$ cat src/sscr_pkg.sv
// Package of register offsets, field positions and timing counts for the status/control bank.
`default_nettype none

package sscr_pkg;
	// Register offsets on the single-wire bus register space.
	localparam logic [5:0] SSCR_ADDR_STATUS = 6'h04;
	localparam logic [5:0] SSCR_ADDR_CONTROL = 6'h05;
	// Status register field positions.
	localparam int SSCR_ST_SF1 = 0;
	localparam int SSCR_ST_FERR = 4;
	localparam int SSCR_ST_BERR = 7;
	// Control register field positions.
	localparam int SSCR_CT_RESET = 0;
	localparam int SSCR_CT_SHUTDOWN = 1;
	localparam int SSCR_CT_LOW_POWER_SELECT = 2;
	localparam int SSCR_CT_FUNC_EN = 4;
	// Reset values.
	localparam logic [15:0] SSCR_CONTROL_RESET = 16'h0000;
	localparam logic [7:0] SSCR_STATUS_RESET = 8'h00;
	// Length of the internal device reset operation, in clock cycles.
	localparam int SSCR_DEV_RESET_CYCLES = 4;
	// Phases of the device.
	typedef enum logic {
		SSCR_RUN,
		SSCR_RESETTING
	} sscr_phase_type;
endpackage

`default_nettype wire

$ cat src/sscr_regs.sv
// Device status and control register bank of a single-wire sensor bus slave.
`timescale 1ns/100ps
`default_nettype none

module sscr_regs #(
	parameter int RESET_CYCLES = sscr_pkg::SSCR_DEV_RESET_CYCLES
) (
	input wire logic clk, // 20 MHz clock.
	input wire logic rst, // Asynchronous power-up reset, active high.
	input wire logic ce, // Clock enable; all state holds while low.
	input wire logic reg_wr, // One-cycle write strobe from the bus engine.
	input wire logic reg_rd, // One-cycle read strobe from the bus engine.
	input wire logic reg_bcast, // Write was sent to the broadcast number.
	input wire logic [5:0] reg_addr, // Register offset of the access.
	input wire logic [15:0] reg_wdata, // Write data.
	input wire logic ack_error, // Pulse: no-acknowledge driven or seen.
	input wire logic func_error, // Pulse: temperature function error.
	input wire logic func_error_handled, // Pulse: function handled its error.
	output logic [15:0] reg_rdata, // Read data, valid with reg_rvalid.
	output logic reg_rvalid, // Pulse: read of a register held here.
	output logic dev_reset, // High while the device reset operation runs.
	output logic shutdown_active, // Device is in shutdown.
	output logic low_power_active, // Device runs in low-power mode.
	output logic func_run // Temperature function may run.
);
	import sscr_pkg::*;

	// Whole state of the block in one record.
	typedef struct packed {
		sscr_phase_type phase;
		logic [7:0] rst_cnt;
		logic ctl_reset;
		logic ctl_shutdown;
		logic ctl_low_power;
		logic ctl_func_en;
		logic ferr;
		logic berr;
		logic [15:0] rdata;
		logic rvalid;
		logic dev_reset;
		logic shutdown_active;
		logic low_power_active;
		logic func_run;
	} sscr_state_type;

	localparam logic [7:0] RST_LAST = 8'(RESET_CYCLES - 1);

	sscr_state_type st;
	sscr_state_type next_st;
	logic hit_status;
	logic hit_control;
	logic ctl_write;
	logic start_reset;

	// Address decode of the two registers held here.
	assign hit_status = (reg_addr == SSCR_ADDR_STATUS);
	assign hit_control = (reg_addr == SSCR_ADDR_CONTROL);
	// Both own-number and broadcast writes reach the control register.
	assign ctl_write = reg_wr && hit_control && (st.phase == SSCR_RUN);
	// Only a one in bit 0 starts a reset; a zero leaves operation alone.
	assign start_reset = ctl_write && reg_wdata[SSCR_CT_RESET];

	// Next-state logic. Events arriving during the reset operation are
	// dropped on purpose, since that operation aborts all activity.
	always_comb begin
		next_st = st;
		next_st.rvalid = 1'b0;
		unique case (st.phase)
			SSCR_RUN: begin
				// Function error flag: set wins over the handled clear.
				if (func_error) begin
					next_st.ferr = 1'b1;
				end else if (func_error_handled) begin
					next_st.ferr = 1'b0;
				end
				// Bus error flag: a new error wins over the read clear.
				if (ack_error) begin
					next_st.berr = 1'b1;
				end else if (reg_rd && hit_status) begin
					next_st.berr = 1'b0;
				end
				if (ctl_write) begin
					// Bits 1 and 0 always take the written value.
					next_st.ctl_reset = reg_wdata[SSCR_CT_RESET];
					next_st.ctl_shutdown = reg_wdata[SSCR_CT_SHUTDOWN];
					if (!reg_bcast) begin
						next_st.ctl_low_power = reg_wdata[SSCR_CT_LOW_POWER_SELECT];
						next_st.ctl_func_en = reg_wdata[SSCR_CT_FUNC_EN];
					end
				end
				if (start_reset) begin
					next_st.phase = SSCR_RESETTING;
					next_st.rst_cnt = 8'h00;
				end
			end
			SSCR_RESETTING: begin
				if (st.rst_cnt == RST_LAST) begin
					// Completion: every register back to default and bit 0
					// self-clears.
					next_st.phase = SSCR_RUN;
					next_st.ctl_reset = SSCR_CONTROL_RESET[SSCR_CT_RESET];
					next_st.ctl_shutdown = SSCR_CONTROL_RESET[SSCR_CT_SHUTDOWN];
					next_st.ctl_low_power = SSCR_CONTROL_RESET[SSCR_CT_LOW_POWER_SELECT];
					next_st.ctl_func_en = SSCR_CONTROL_RESET[SSCR_CT_FUNC_EN];
					next_st.ferr = SSCR_STATUS_RESET[SSCR_ST_FERR];
					next_st.berr = SSCR_STATUS_RESET[SSCR_ST_BERR];
				end else begin
					next_st.rst_cnt = st.rst_cnt + 8'h01;
				end
			end
		endcase
		// Reads are served in every phase; unimplemented bits read zero.
		// The function event flag lives in the function block, so bit 0 is zero.
		// Reads do not look at the enable bit, so function registers elsewhere
		// on the same engine stay reachable while it is clear.
		next_st.rdata = 16'h0000;
		if (reg_rd && hit_status) begin
			next_st.rdata[SSCR_ST_FERR] = st.ferr;
			next_st.rdata[SSCR_ST_BERR] = st.berr;
			next_st.rvalid = 1'b1;
		end else if (reg_rd && hit_control) begin
			next_st.rdata[SSCR_CT_RESET] = st.ctl_reset;
			next_st.rdata[SSCR_CT_SHUTDOWN] = st.ctl_shutdown;
			next_st.rdata[SSCR_CT_LOW_POWER_SELECT] = st.ctl_low_power;
			next_st.rdata[SSCR_CT_FUNC_EN] = st.ctl_func_en;
			next_st.rvalid = 1'b1;
		end
		// Mode outputs, shutdown taking precedence over low power.
		next_st.dev_reset = (next_st.phase == SSCR_RESETTING);
		next_st.shutdown_active = next_st.ctl_shutdown;
		next_st.low_power_active = next_st.ctl_low_power && !next_st.ctl_shutdown;
		// The function runs only when enabled, not shut down and not in reset.
		next_st.func_run = next_st.ctl_func_en && !next_st.ctl_shutdown
			&& (next_st.phase == SSCR_RUN);
	end

	// State register. The power-up reset is itself a device reset, loading
	// the defaults, so the device runs without a reset command.
	always_ff @(posedge clk or posedge rst) begin
		if (rst) begin
			st <= '{phase: SSCR_RUN, rst_cnt: 8'h00, rdata: 16'h0000, default: 1'b0};
		end else if (ce) begin
			st <= next_st;
		end
	end

	// Outputs come straight from the state flip-flops.
	assign reg_rdata = st.rdata;
	assign reg_rvalid = st.rvalid;
	assign dev_reset = st.dev_reset;
	assign shutdown_active = st.shutdown_active;
	assign low_power_active = st.low_power_active;
	assign func_run = st.func_run;

	// Function error is caught in the next cycle.
	a_ferr_set: assert property (@(posedge clk) disable iff (rst)
		ce && func_error && st.phase == SSCR_RUN |=> st.ferr)
		else $error("function error flag not set after error");

	// Function error holds while nothing clears it.
	a_ferr_hold: assert property (@(posedge clk) disable iff (rst)
		ce && st.ferr && !func_error_handled && st.phase == SSCR_RUN |=> st.ferr)
		else $error("function error flag lost without a clear");

	// Bus error is caught in the next cycle.
	a_berr_set: assert property (@(posedge clk) disable iff (rst)
		ce && ack_error && st.phase == SSCR_RUN |=> st.berr)
		else $error("bus error flag not set after no-acknowledge");

	// A status read clears the bus error and reports its old value.
	a_berr_read_clear: assert property (@(posedge clk) disable iff (rst)
		ce && reg_rd && hit_status && !ack_error && st.phase == SSCR_RUN
		|=> !st.berr && reg_rvalid && reg_rdata[SSCR_ST_BERR] == $past(st.berr))
		else $error("status read did not clear or report bus error");

	// Broadcast writes leave the upper control bits alone.
	a_bcast_keep: assert property (@(posedge clk) disable iff (rst)
		ce && ctl_write && reg_bcast && !reg_wdata[SSCR_CT_RESET]
		|=> st.ctl_func_en == $past(st.ctl_func_en)
		&& st.ctl_low_power == $past(st.ctl_low_power)
		&& st.ctl_shutdown == $past(reg_wdata[SSCR_CT_SHUTDOWN]))
		else $error("broadcast write touched protected control bits");

	// Writing bit 0 starts the reset operation at once.
	a_reset_start: assert property (@(posedge clk) disable iff (rst)
		ce && start_reset |=> dev_reset && st.ctl_reset)
		else $error("reset bit write did not start device reset");

	// At the end of the reset operation everything is at its default.
	a_reset_done: assert property (@(posedge clk) disable iff (rst)
		$fell(dev_reset) |-> !st.ctl_reset && !st.ctl_func_en && !st.ctl_shutdown
		&& !st.ctl_low_power && !st.ferr && !st.berr && !func_run)
		else $error("device reset left a register off its default");

	// Shutdown keeps the function halted and overrides low power.
	a_shutdown_halt: assert property (@(posedge clk) disable iff (rst)
		shutdown_active |-> !func_run && !low_power_active)
		else $error("function active or low power during shutdown");

	// The function may run only with its enable set.
	a_func_enable: assert property (@(posedge clk) disable iff (rst)
		func_run |-> st.ctl_func_en && !dev_reset)
		else $error("function running while disabled");

	// Bits unimplemented in both registers (15:8, 6:5 and 3) are zero in every answered read.
	a_rsvd_zero: assert property (@(posedge clk) disable iff (rst)
		reg_rvalid |-> reg_rdata[15:8] == 8'h00 && reg_rdata[6:5] == 2'h0
		&& reg_rdata[3] == 1'b0)
		else $error("unimplemented register bits read as one");

	// Status answers carry only the two flags; the event bit lives elsewhere.
	a_status_rsvd_zero: assert property (@(posedge clk) disable iff (rst)
		ce && reg_rd && hit_status |=> reg_rvalid && reg_rdata[15:8] == 8'h00
		&& reg_rdata[6:5] == 2'h0 && reg_rdata[3:0] == 4'h0)
		else $error("status read returned an unimplemented bit as one");

	// Control answers carry only bits 4, 2, 1 and 0.
	a_control_rsvd_zero: assert property (@(posedge clk) disable iff (rst)
		ce && reg_rd && hit_control |=> reg_rvalid && reg_rdata[15:5] == 11'h000
		&& reg_rdata[3] == 1'b0)
		else $error("control read returned an unimplemented bit as one");

	// The handled pulse clears the flag when no new error arrives with it.
	a_ferr_clear: assert property (@(posedge clk) disable iff (rst)
		ce && func_error_handled && !func_error && st.phase == SSCR_RUN |=> !st.ferr)
		else $error("function error flag not cleared after handling");

	// Without an error pulse the function error flag never rises.
	a_ferr_no_stray: assert property (@(posedge clk) disable iff (rst)
		ce && !st.ferr && !func_error |=> !st.ferr)
		else $error("function error flag rose without an error");

	// Without a no-acknowledge the bus error flag never rises.
	a_berr_no_stray: assert property (@(posedge clk) disable iff (rst)
		ce && !st.berr && !ack_error |=> !st.berr)
		else $error("bus error flag rose without a no-acknowledge");

	// Only a status read clears the bus error flag outside the reset operation.
	a_berr_hold: assert property (@(posedge clk) disable iff (rst)
		ce && st.berr && !(reg_rd && hit_status) && st.phase == SSCR_RUN |=> st.berr)
		else $error("bus error flag lost without a status read");

	// An own-number write with bit 0 clear updates bits 4, 2 and 1.
	a_own_write: assert property (@(posedge clk) disable iff (rst)
		ce && ctl_write && !reg_bcast && !reg_wdata[SSCR_CT_RESET]
		|=> st.ctl_func_en == $past(reg_wdata[SSCR_CT_FUNC_EN])
		&& st.ctl_low_power == $past(reg_wdata[SSCR_CT_LOW_POWER_SELECT])
		&& st.ctl_shutdown == $past(reg_wdata[SSCR_CT_SHUTDOWN]))
		else $error("own-number write not taken by the control register");

	// A broadcast write still reaches bits 1 and 0.
	a_bcast_accept: assert property (@(posedge clk) disable iff (rst)
		ce && reg_wr && reg_bcast && hit_control && st.phase == SSCR_RUN
		|=> st.ctl_shutdown == $past(reg_wdata[SSCR_CT_SHUTDOWN])
		&& st.ctl_reset == $past(reg_wdata[SSCR_CT_RESET]))
		else $error("broadcast write not taken by the control register");

	// While the reset operation runs, writes and events change nothing.
	a_reset_frozen: assert property (@(posedge clk) disable iff (rst)
		st.phase == SSCR_RESETTING && st.rst_cnt != RST_LAST
		|=> $stable(st.ctl_shutdown) && $stable(st.ctl_low_power)
		&& $stable(st.ctl_func_en) && $stable(st.ferr) && $stable(st.berr))
		else $error("state changed while the reset operation ran");

	// The reset counter steps by one each enabled cycle until its last count.
	a_reset_count: assert property (@(posedge clk) disable iff (rst)
		ce && st.phase == SSCR_RESETTING && st.rst_cnt != RST_LAST
		|=> st.phase == SSCR_RESETTING && st.rst_cnt == $past(st.rst_cnt) + 8'h01)
		else $error("reset operation counter did not advance");

	// On its last count the operation ends and bit 0 clears itself.
	a_reset_end: assert property (@(posedge clk) disable iff (rst)
		ce && st.phase == SSCR_RESETTING && st.rst_cnt == RST_LAST
		|=> st.phase == SSCR_RUN && !st.ctl_reset && !dev_reset)
		else $error("reset operation did not end on its last count");

	// Bit 0 and the busy output both mark exactly the reset operation.
	a_busy_tracks: assert property (@(posedge clk) disable iff (rst)
		dev_reset == (st.phase == SSCR_RESETTING) && st.ctl_reset == dev_reset)
		else $error("reset bit or busy output out of step with the operation");

	// Mode outputs follow the control bits, shutdown masking low power.
	a_mode_outputs: assert property (@(posedge clk) disable iff (rst)
		shutdown_active == st.ctl_shutdown
		&& low_power_active == (st.ctl_low_power && !st.ctl_shutdown))
		else $error("mode outputs out of step with the control bits");

	// The function runs exactly when enabled, not shut down and not in reset.
	a_func_gate: assert property (@(posedge clk) disable iff (rst)
		func_run == (st.ctl_func_en && !st.ctl_shutdown && !dev_reset))
		else $error("function run output out of step with its gates");

	// Nothing is answered without a read of a register held here.
	a_no_stray_answer: assert property (@(posedge clk) disable iff (rst)
		ce && !(reg_rd && (hit_status || hit_control))
		|=> !reg_rvalid && reg_rdata == 16'h0000)
		else $error("answer given without a matching read");

	// Straight after the power-up reset the device is idle in active mode.
	a_powerup_clean: assert property (@(posedge clk) disable iff (rst)
		$past(rst) |-> st.phase == SSCR_RUN && !dev_reset && !func_run
		&& !shutdown_active && !low_power_active && !reg_rvalid)
		else $error("device not at its defaults after power-up reset");

endmodule // sscr_regs

`default_nettype wire

$ cat config.mk
export PLATFORM = sky130hd
export DESIGN_NAME = sscr_regs
export DESIGN_NICKNAME = d
export VERILOG_FILES = /design/src/sscr_pkg.sv /design/src/sscr_regs.sv
export SDC_FILE = /design/constraint.sdc
export NUM_CORES = 1
export LEC_CHECK = 0
export BUFFER_PORTS_ARGS = -buffer_cell sky130_fd_sc_hd__buf_2
export CAP_MARGIN = 15
export CORE_MARGIN = 1.5
export CORE_UTILIZATION = 35
export CTS_BUF_LIST = sky130_fd_sc_hd__clkbuf_4 sky130_fd_sc_hd__clkbuf_8
export CTS_CLUSTER_DIAMETER = 50
export DETAILED_ROUTE_END_ITERATION = 7
export HOLD_SLACK_MARGIN = 0.05
export SLEW_MARGIN = 0
export SYNTH_ARGS = -nofsm -noshare
export SYNTH_HDL_FRONTEND = slang
export SYNTH_SLANG_ARGS = --single-unit
$ cat constraint.sdc
create_clock -name clk -period 2.31 [get_ports clk]
set_clock_uncertainty 0.1 [all_clocks]
set_input_delay 0.3465 -clock clk [delete_from_list [all_inputs] [get_ports clk]]
set_output_delay 0.3465 -clock clk [all_outputs]
set_load 0.01 [all_outputs]
==> results of run 1 <==
sequential cells by signal, indices dropped and copies added, names as in the netlist:
register / cells
reg_rvalid: 1
low_power_active: 1
dev_reset: 1
st: 13
shutdown_active: 1
func_run: 1
reg_rdata: 5
metal layers:
layer	up-vias	GRT usage, %	share of wire, %
li1	542	-	-
met1	524	20.4	48
met2	32	23.1	45
met3	4	3.72	5.8
met4	0	3.32	0.87
met5	-	0	0
worst max-delay path by stage:
| stage | startpoint | endpoint | slack, ns | depth (start not counted) |
|---|---|---|---|---|
| 2_1_floorplan | st[27] | low_power_active | 0.41 | 5 |
| 3_3_place_gp | st[27] | func_run | 0.29 | 5 |
| 3_5_place_dp | st[27] | func_run | 0.24 | 5 |
| 4_1_cts | st[27] | func_run | 0.22 | 5 |
| 5_1_grt | st[27] | func_run | 0.09 | 5 |
| 6_report | st[27] | func_run | 0.25 | 5 |
stage by stage:
step | total power [uW] | cell area, um2 | util [%]
floorplan | 692 | 1460 | -
global placement | 748 | 1550 | 41.1
detailed placement | 758 | 1550 | 41.1
CTS | 1020 | 1610 | 42.6
global route | 1080 | 1610 | 42.6
finish | 1000 | 1610 | 42.6
tightest hold or removal path, cell delays in order:
cell,delay (ns)
sky130_fd_sc_hd__buf_2,0.08
sky130_fd_sc_hd__a221oi_2,0.06
sky130_fd_sc_hd__a21oi_1,0.13
synthesized netlist by cell type (all sizes together) (2+ instances only):
master	count	area (um2)
mux2i	7	70.1
nor3	4	30.0
a21oi	2	10.0
nor2	3	11.3
a22oi	2	15.0
o21a	2	15.0
nand3	4	20.0
nand2b	5	31.3
a21o	2	15.0
a211oi	4	30.0
or3	2	12.5
dfrtp	23	576
o41ai	2	25.0
inv	9	33.8
o2bb2ai	4	35.0
nand4b	2	17.5
a2111oi	2	25.0
nand4	5	46.3
nand2	14	55.1
buf	18	130
clkbuf	2	7.51
a32o	3	30.0
o21ai	4	31.3
power breakdown:
| part | leakage [uW] | switching, uW | total (uW) | internal (uW) |
|---|---|---|---|---|
| Clock | 0.0000255 | 134 | 255 | 121 |
| Combinational | 0.000435 | 122 | 222 | 99.9 |
| Sequential | 0.000288 | 69.2 | 527 | 458 |
cell type report:
type,count,area (um2),area share [%]
multi-input cells,98,706,44.0
flip-flops and latches,23,576,35.9
clock inverters,1,5.00,0.312
inverters,10,37.5,2.34
repair buffers,33,180,11.2
clock buffers,3,41.3,2.57
well taps,48,60.1,3.74
logic make-up after synthesis:
logic type,Yosys count,share of synthesized area (%)
other,1,0.264
AOI/OAI and AO/OA,32,19.9
adders and majority gates,1,0.882
DFF,23,40.6
buffers and inverters,30,12.3
and+or+nand+nor,46,20.3
muxes,8,5.73
==> impl.org, run 1 <==
** Clock tree
- Clk sink count :: 23
- TritonCTS built the clock tree.
- Post-CTS clock slew at the launch and capture registers of the worst setup and hold paths :: 0.08 ns
- The tree is rooted in a sky130_fd_sc_hd__clkbuf_8.
- Num CTS Buffers :: 3
- Number of setup buffers added after CTS :: 0
- CTS built an H-tree with a depth of 1.
- Resized Gates After CTS :: 0
- The later pin in the worst-skew pair is clocked with a latency of 0.27 ns.
- After clock tree synthesis, the flow added hold-fix buffers numbering 1.
- Clock Tree Buf Depth :: 2

** Worst setup path
- Of all nets on the critical path, the largest fanout is 9.
- Together, buffers and inverters on the worst path number 0.
- Category of the worst setup path launch point :: register
- In this run the critical register-to-register path is captured at func_run.
- Classification of the worst setup path :: reg -> reg
- Data arrives at the worst endpoint at 2.12 ns.
- Slack of the worst reg-to-reg path :: 0.25 ns
- Source of the worst register-to-register timing path :: st[27]
- Largest stage delay on the critical path :: 0.51 ns
- Top Family by Delay on Critical Path :: compound AO/OA/AOI/OAI gates
- Worst setup EP type :: register
- The critical path goes through ha_1, or4b_4, o21ai_4, nand2_2, o41ai_2.
- Number of cells traversed by the worst register-to-register path :: 5
- WP data required :: 2.37 ns
- The largest individual stage delay along the critical path comes from the cell sky130_fd_sc_hd__or4b_4.

** Logic synthesis
- Summing every instance area after synthesis gives 0.00142 mm2.
- Counting flops with a built-in enable in the synthesized netlist gives 0.
- Total of warnings raised by yosys :: 0
- Gate Count Post-Synth :: 141
- Of the synthesized area, sequential elements account for 40.6%.
- In the synthesized netlist the dominant register cell turns out to be sky130_fd_sc_hd__dfrtp_1.
- Async set or reset register ratio after synthesis :: 100%
- Flip-flop and latch count after synthesis :: 23
- Each instance of the synthesized netlist takes up on average 10.1 um2.
- The synthesized netlist contains 46 unique library cells.

** STA
- Relative slew slack :: 65.8%
- After layout, the worst path uses 89.1% of the clock period.
- The final number of max-transition violations is 0.
- Time the final worst path needs with I/O delays and setup :: 2.06 ns
- Hold Violations, Final :: 0
- Worst slack on hold paths :: 0.289 ns
- Final-layout setup total negative slack :: 0 ns
- Setup violations remaining at the end of the flow were counted as 0.
- Setup slack on the critical path of the routed design comes to 0.253 ns.
- Setup repair after global routing left no endpoint under its margin.
- Derived from the worst setup path, the maximum achievable clock frequency is 486 MHz.
- Slew of the pin with the lowest slew margin :: 0.512 ns

** Worst hold path
- Type of the most critical hold path :: in -> reg
- For hold timing, the worst endpoint is st[24].
- Critical hold path startpoint :: reg_wdata[2]
- Hold Crit Depth :: 3

** Global route
- The first global-routing pass estimated 4940 um of wire.
- GR Overflow Total :: 0
- Initial antenna violation count :: 0
- Maximum number of pins on one net before global-route repair :: 24
- Via count of the first global-routing pass :: 1,057
- Global router's overall resource usage :: 14.7%

** Cells and area
- Leaving out fill and tap cells, the most frequent cell in the layout is sky130_fd_sc_hd__buf_2.
- Number of antenna diodes :: 0
- In the final layout, the share of cells above drive strength 1 is 29.8%.
- Most frequent cells in the layout :: 28 x sky130_fd_sc_hd__buf_2, 23 x sky130_fd_sc_hd__dfrtp_1, 13 x sky130_fd_sc_hd__nand2_1
- Total number of nets in the final design :: 201
- Relative area change from synthesis to final layout :: 13.1%
- Fillers :: 371
- The finished layout holds 216 standard cells, fillers aside.

** Detailed routing
- After the first detailed-routing iteration, the DRC count stood at 47.
- After detailed routing, the number of remaining DRC violations is 0.
- Routed Wire Length :: 3000 um
- The first detailed-routing pass ran for 5 iterations.
- Summing over every cut layer, the via total after detailed routing is 1,102.
- Dividing the detail-routed via count by the number of cells gives 5.10.
- Final antenna-violating net count :: 0
- After detailed routing, the average wire length per cell comes to 13.9 um.

** Die
- The floorplan step set the die height to 66.7 um.
- Initial cell density of the core :: 37.6%
- I/O Pins :: 52
- The die covers 0.00444 mm2.
- In this run the standard cell core region covers 0.00377 mm2.
- From left edge to right edge, the die measures 66.7 um.
- The floorplan has 22 rows.

** Placement
- After legalization and detailed placement, the total HPWL measured 2290 um.
- Placed cell count :: 211
- Timing analysis after detailed placement gives a worst setup slack of 0.242 ns.
- Routability-driven placement finished with a final weighted congestion of 0.830.
- Count of input and output buffers :: 28

** Run status
- Status :: complete, no violations

** Power
- The analysis attributes to cell leakage a power of 0.000748 uW.
- Pwr/cell area :: 626 mW/mm2
- Max VDD drop :: 0.321 mV

** Job
- Number of maximum-capacitance violations :: 0
Power figures use the tool's default switching activity.
==> run 2: changes to the inputs <==
- CORE_UTILIZATION: 35 -> 51
- PLACE_DENSITY: default -> 0.82
==> impl.org, run 2 (synthesis results as in run 1) <==
** Run status
- Status :: complete, no violations

** Clock tree
- Clk Latency, worst-skew pair :: 0.31 ns
- Root buffer selected by CTS :: sky130_fd_sc_hd__clkbuf_4
- Resized Gates After CTS :: 0
- Num CTS Buffers :: 3
- Number of hold buffers added after CTS :: 0
- CTS built an H-tree with a depth of 1.
- In this run the deepest clock path goes through 2 buffers.
- After clock tree synthesis, the clock-pin slew on the worst setup and hold paths is 0.12 ns.
- Clk sink count :: 23
- Buffers added to address setup during post-CTS repair amount to 0.
- TritonCTS built the clock tree.

** Worst setup path
- Along the worst path, the maximum fanout reaches 9.
- The worst setup path is of the reg -> reg kind.
- For the worst setup path, the data required time is 2.42 ns.
- Category of the worst setup path launch point :: register
- Arrival @ worst endpoint :: 2.19 ns
- STA classifies the critical path endpoint as a register.

** Cells and area
- After the last flow step, the layout net total stands at 197.
- Area of all placed cells without fillers :: 0.00153 mm2
- Largest register FFs :: 13
- The number of antenna diodes in the final layout is 0.
- Most frequent cells in the layout :: 28 x sky130_fd_sc_hd__buf_2, 23 x sky130_fd_sc_hd__dfrtp_1, 13 x sky130_fd_sc_hd__nand2_1
- Multi-input combinational cell area :: 706 um2
- Sequential Area :: 576 um2
- Cells fill 60.3% of the core in the end.
- Compared with the post-synthesis result, the final layout area differs by 8.11%.
- Fill cells in the final layout number 228.
- Commonest non-fill, non-tap cell in the layout :: sky130_fd_sc_hd__buf_2
- In the final layout, the share of cells above drive strength 1 is 28.7%.
- The finished layout holds 194 standard cells, fillers aside.
- Top register by number of flip-flops :: st

** Placement
- Half-perimeter wire length of the detailed placement result :: 2110 um
- The count of buffers added on input and output ports is 28.
- Placement-stage worst setup slack :: 0.210 ns
- RD Place Congestion :: 0.872
- Placed cell count :: 190
- After detailed placement, the total cell area comes to 0.00150 mm2.

** STA
- Total setup violations reported at the end of the flow :: 0
- RSZ-0062 raised after global routing :: no
- Final-layout setup total negative slack :: 0 ns
- Final count of pins violating max slew :: 0
- Measured against its own limit, the worst slew margin works out to 43.5%.
- For this run, the top clock speed supported by timing is 481 MHz.
- Time the final worst path needs with I/O delays and setup :: 2.08 ns
- Slew of the pin with the lowest slew margin :: 0.846 ns
- The hold violation total from the final report is 0.
- Portion of the clock cycle consumed by the worst path in the final layout :: 90.0%
- Setup slack of the critical path after layout :: 0.231 ns

** Die
- The floorplan step set the die width to 55.7 um.
- Initial cell density of the core :: 55.8%
- The initialized floorplan defines 18 standard-cell rows.
- Die Area :: 0.00311 mm2
- The region available for standard cell placement spans 0.00254 mm2.
- In this run the count of I/O pins placed on the die edge is 52.
- Height of the die :: 55.7 um

** Job
- Number of maximum-capacitance violations :: 0

** Power
- VDD sags by at most 0.506 mV.
- Power spread over the standard cell area amounts to 612 mW/mm2.
- Summed over all cells, the static leakage comes to 0.000722 uW.

** Global route
- The via count of the first global-routing pass is 1,054.
- Global router's overall resource usage :: 18.6%
- Global routing finished with a remaining overflow of 0.
- Entering global routing, the biggest net connects 24 pins.
- The number of antenna violations at the first check in global routing was 0.
- The first global-routing pass estimated 4630 um of wire.

** Worst hold path
- The worst hold path belongs to the class in -> async.

** Detailed routing
- The first TritonRoute pass finished after 4 iterations.
- The first routing iteration left 37 violations.
- In the final routed layout, each cell accounts on average for 14.1 um.
- Residual DRC count :: 0
- Drt via density :: 5.75
- Summed over all layers, the routed wires come to 2740 um.
- Once detail routing completed, the nets flagged for antenna violations numbered 0.
- Vias :: 1,115
## run 2: metal layers
| metal | share of wire [%] | wire [um] | track usage, % |
|---|---|---|---|
| met5 | 0 | 0 | 0 |
| met4 | 0.91 | 25 | 5.23 |
| met3 | 5.9 | 161 | 5.35 |
| met2 | 45 | 1250 | 31.3 |
| met1 | 48 | 1310 | 23.2 |
## run 2: final cells by class
class | count | area share (%)
multi-input combinational | 98 | 46.0
inverter | 10 | 2.45
tap | 30 | 2.45
sequential | 23 | 37.5
clock buffer | 4 | 1.96
timing repair buffer | 29 | 9.62
## run 2: worst paths after layout
check | slack [ns] | startpoint | endpoint | cells after the start
max | 0.23 | st[27] | func_run | 5
min | 0.08 | rst | st[31] | 2
max reg2reg | 0.23 | st[27] | func_run | 5
min reg2reg | 0.39 | reg_rvalid | reg_rvalid | 1
max in group asynchronous | 1.50 | rst | st[28] | 2
min in group clk | 0.25 | ack_error | st[21] | 3
## run 2: per-stage QoR
step / hold slack (ns) / power, uW
after global routing: 0.170 / 994
after CTS: 0.122 / 946
final: 0.0821 / 939
after global placement: 0.360 / 737
after floorplan: 0.248 / 692
after detailed placement: 0.372 / 751
## run 2: critical path, cell delays in order (launching register included)
cell                      delay (ns)
sky130_fd_sc_hd__dfrtp_1        0.42
sky130_fd_sc_hd__ha_1           0.22
sky130_fd_sc_hd__or4b_4         0.52
sky130_fd_sc_hd__o21ai_4        0.30
sky130_fd_sc_hd__nand2_2        0.08
sky130_fd_sc_hd__o41ai_2        0.34
## run 2: power breakdown
part	internal, uW	total (uW)	switching [uW]
clock	79.3	195	116
combinational	95.7	219	124
sequential	458	524	66.4
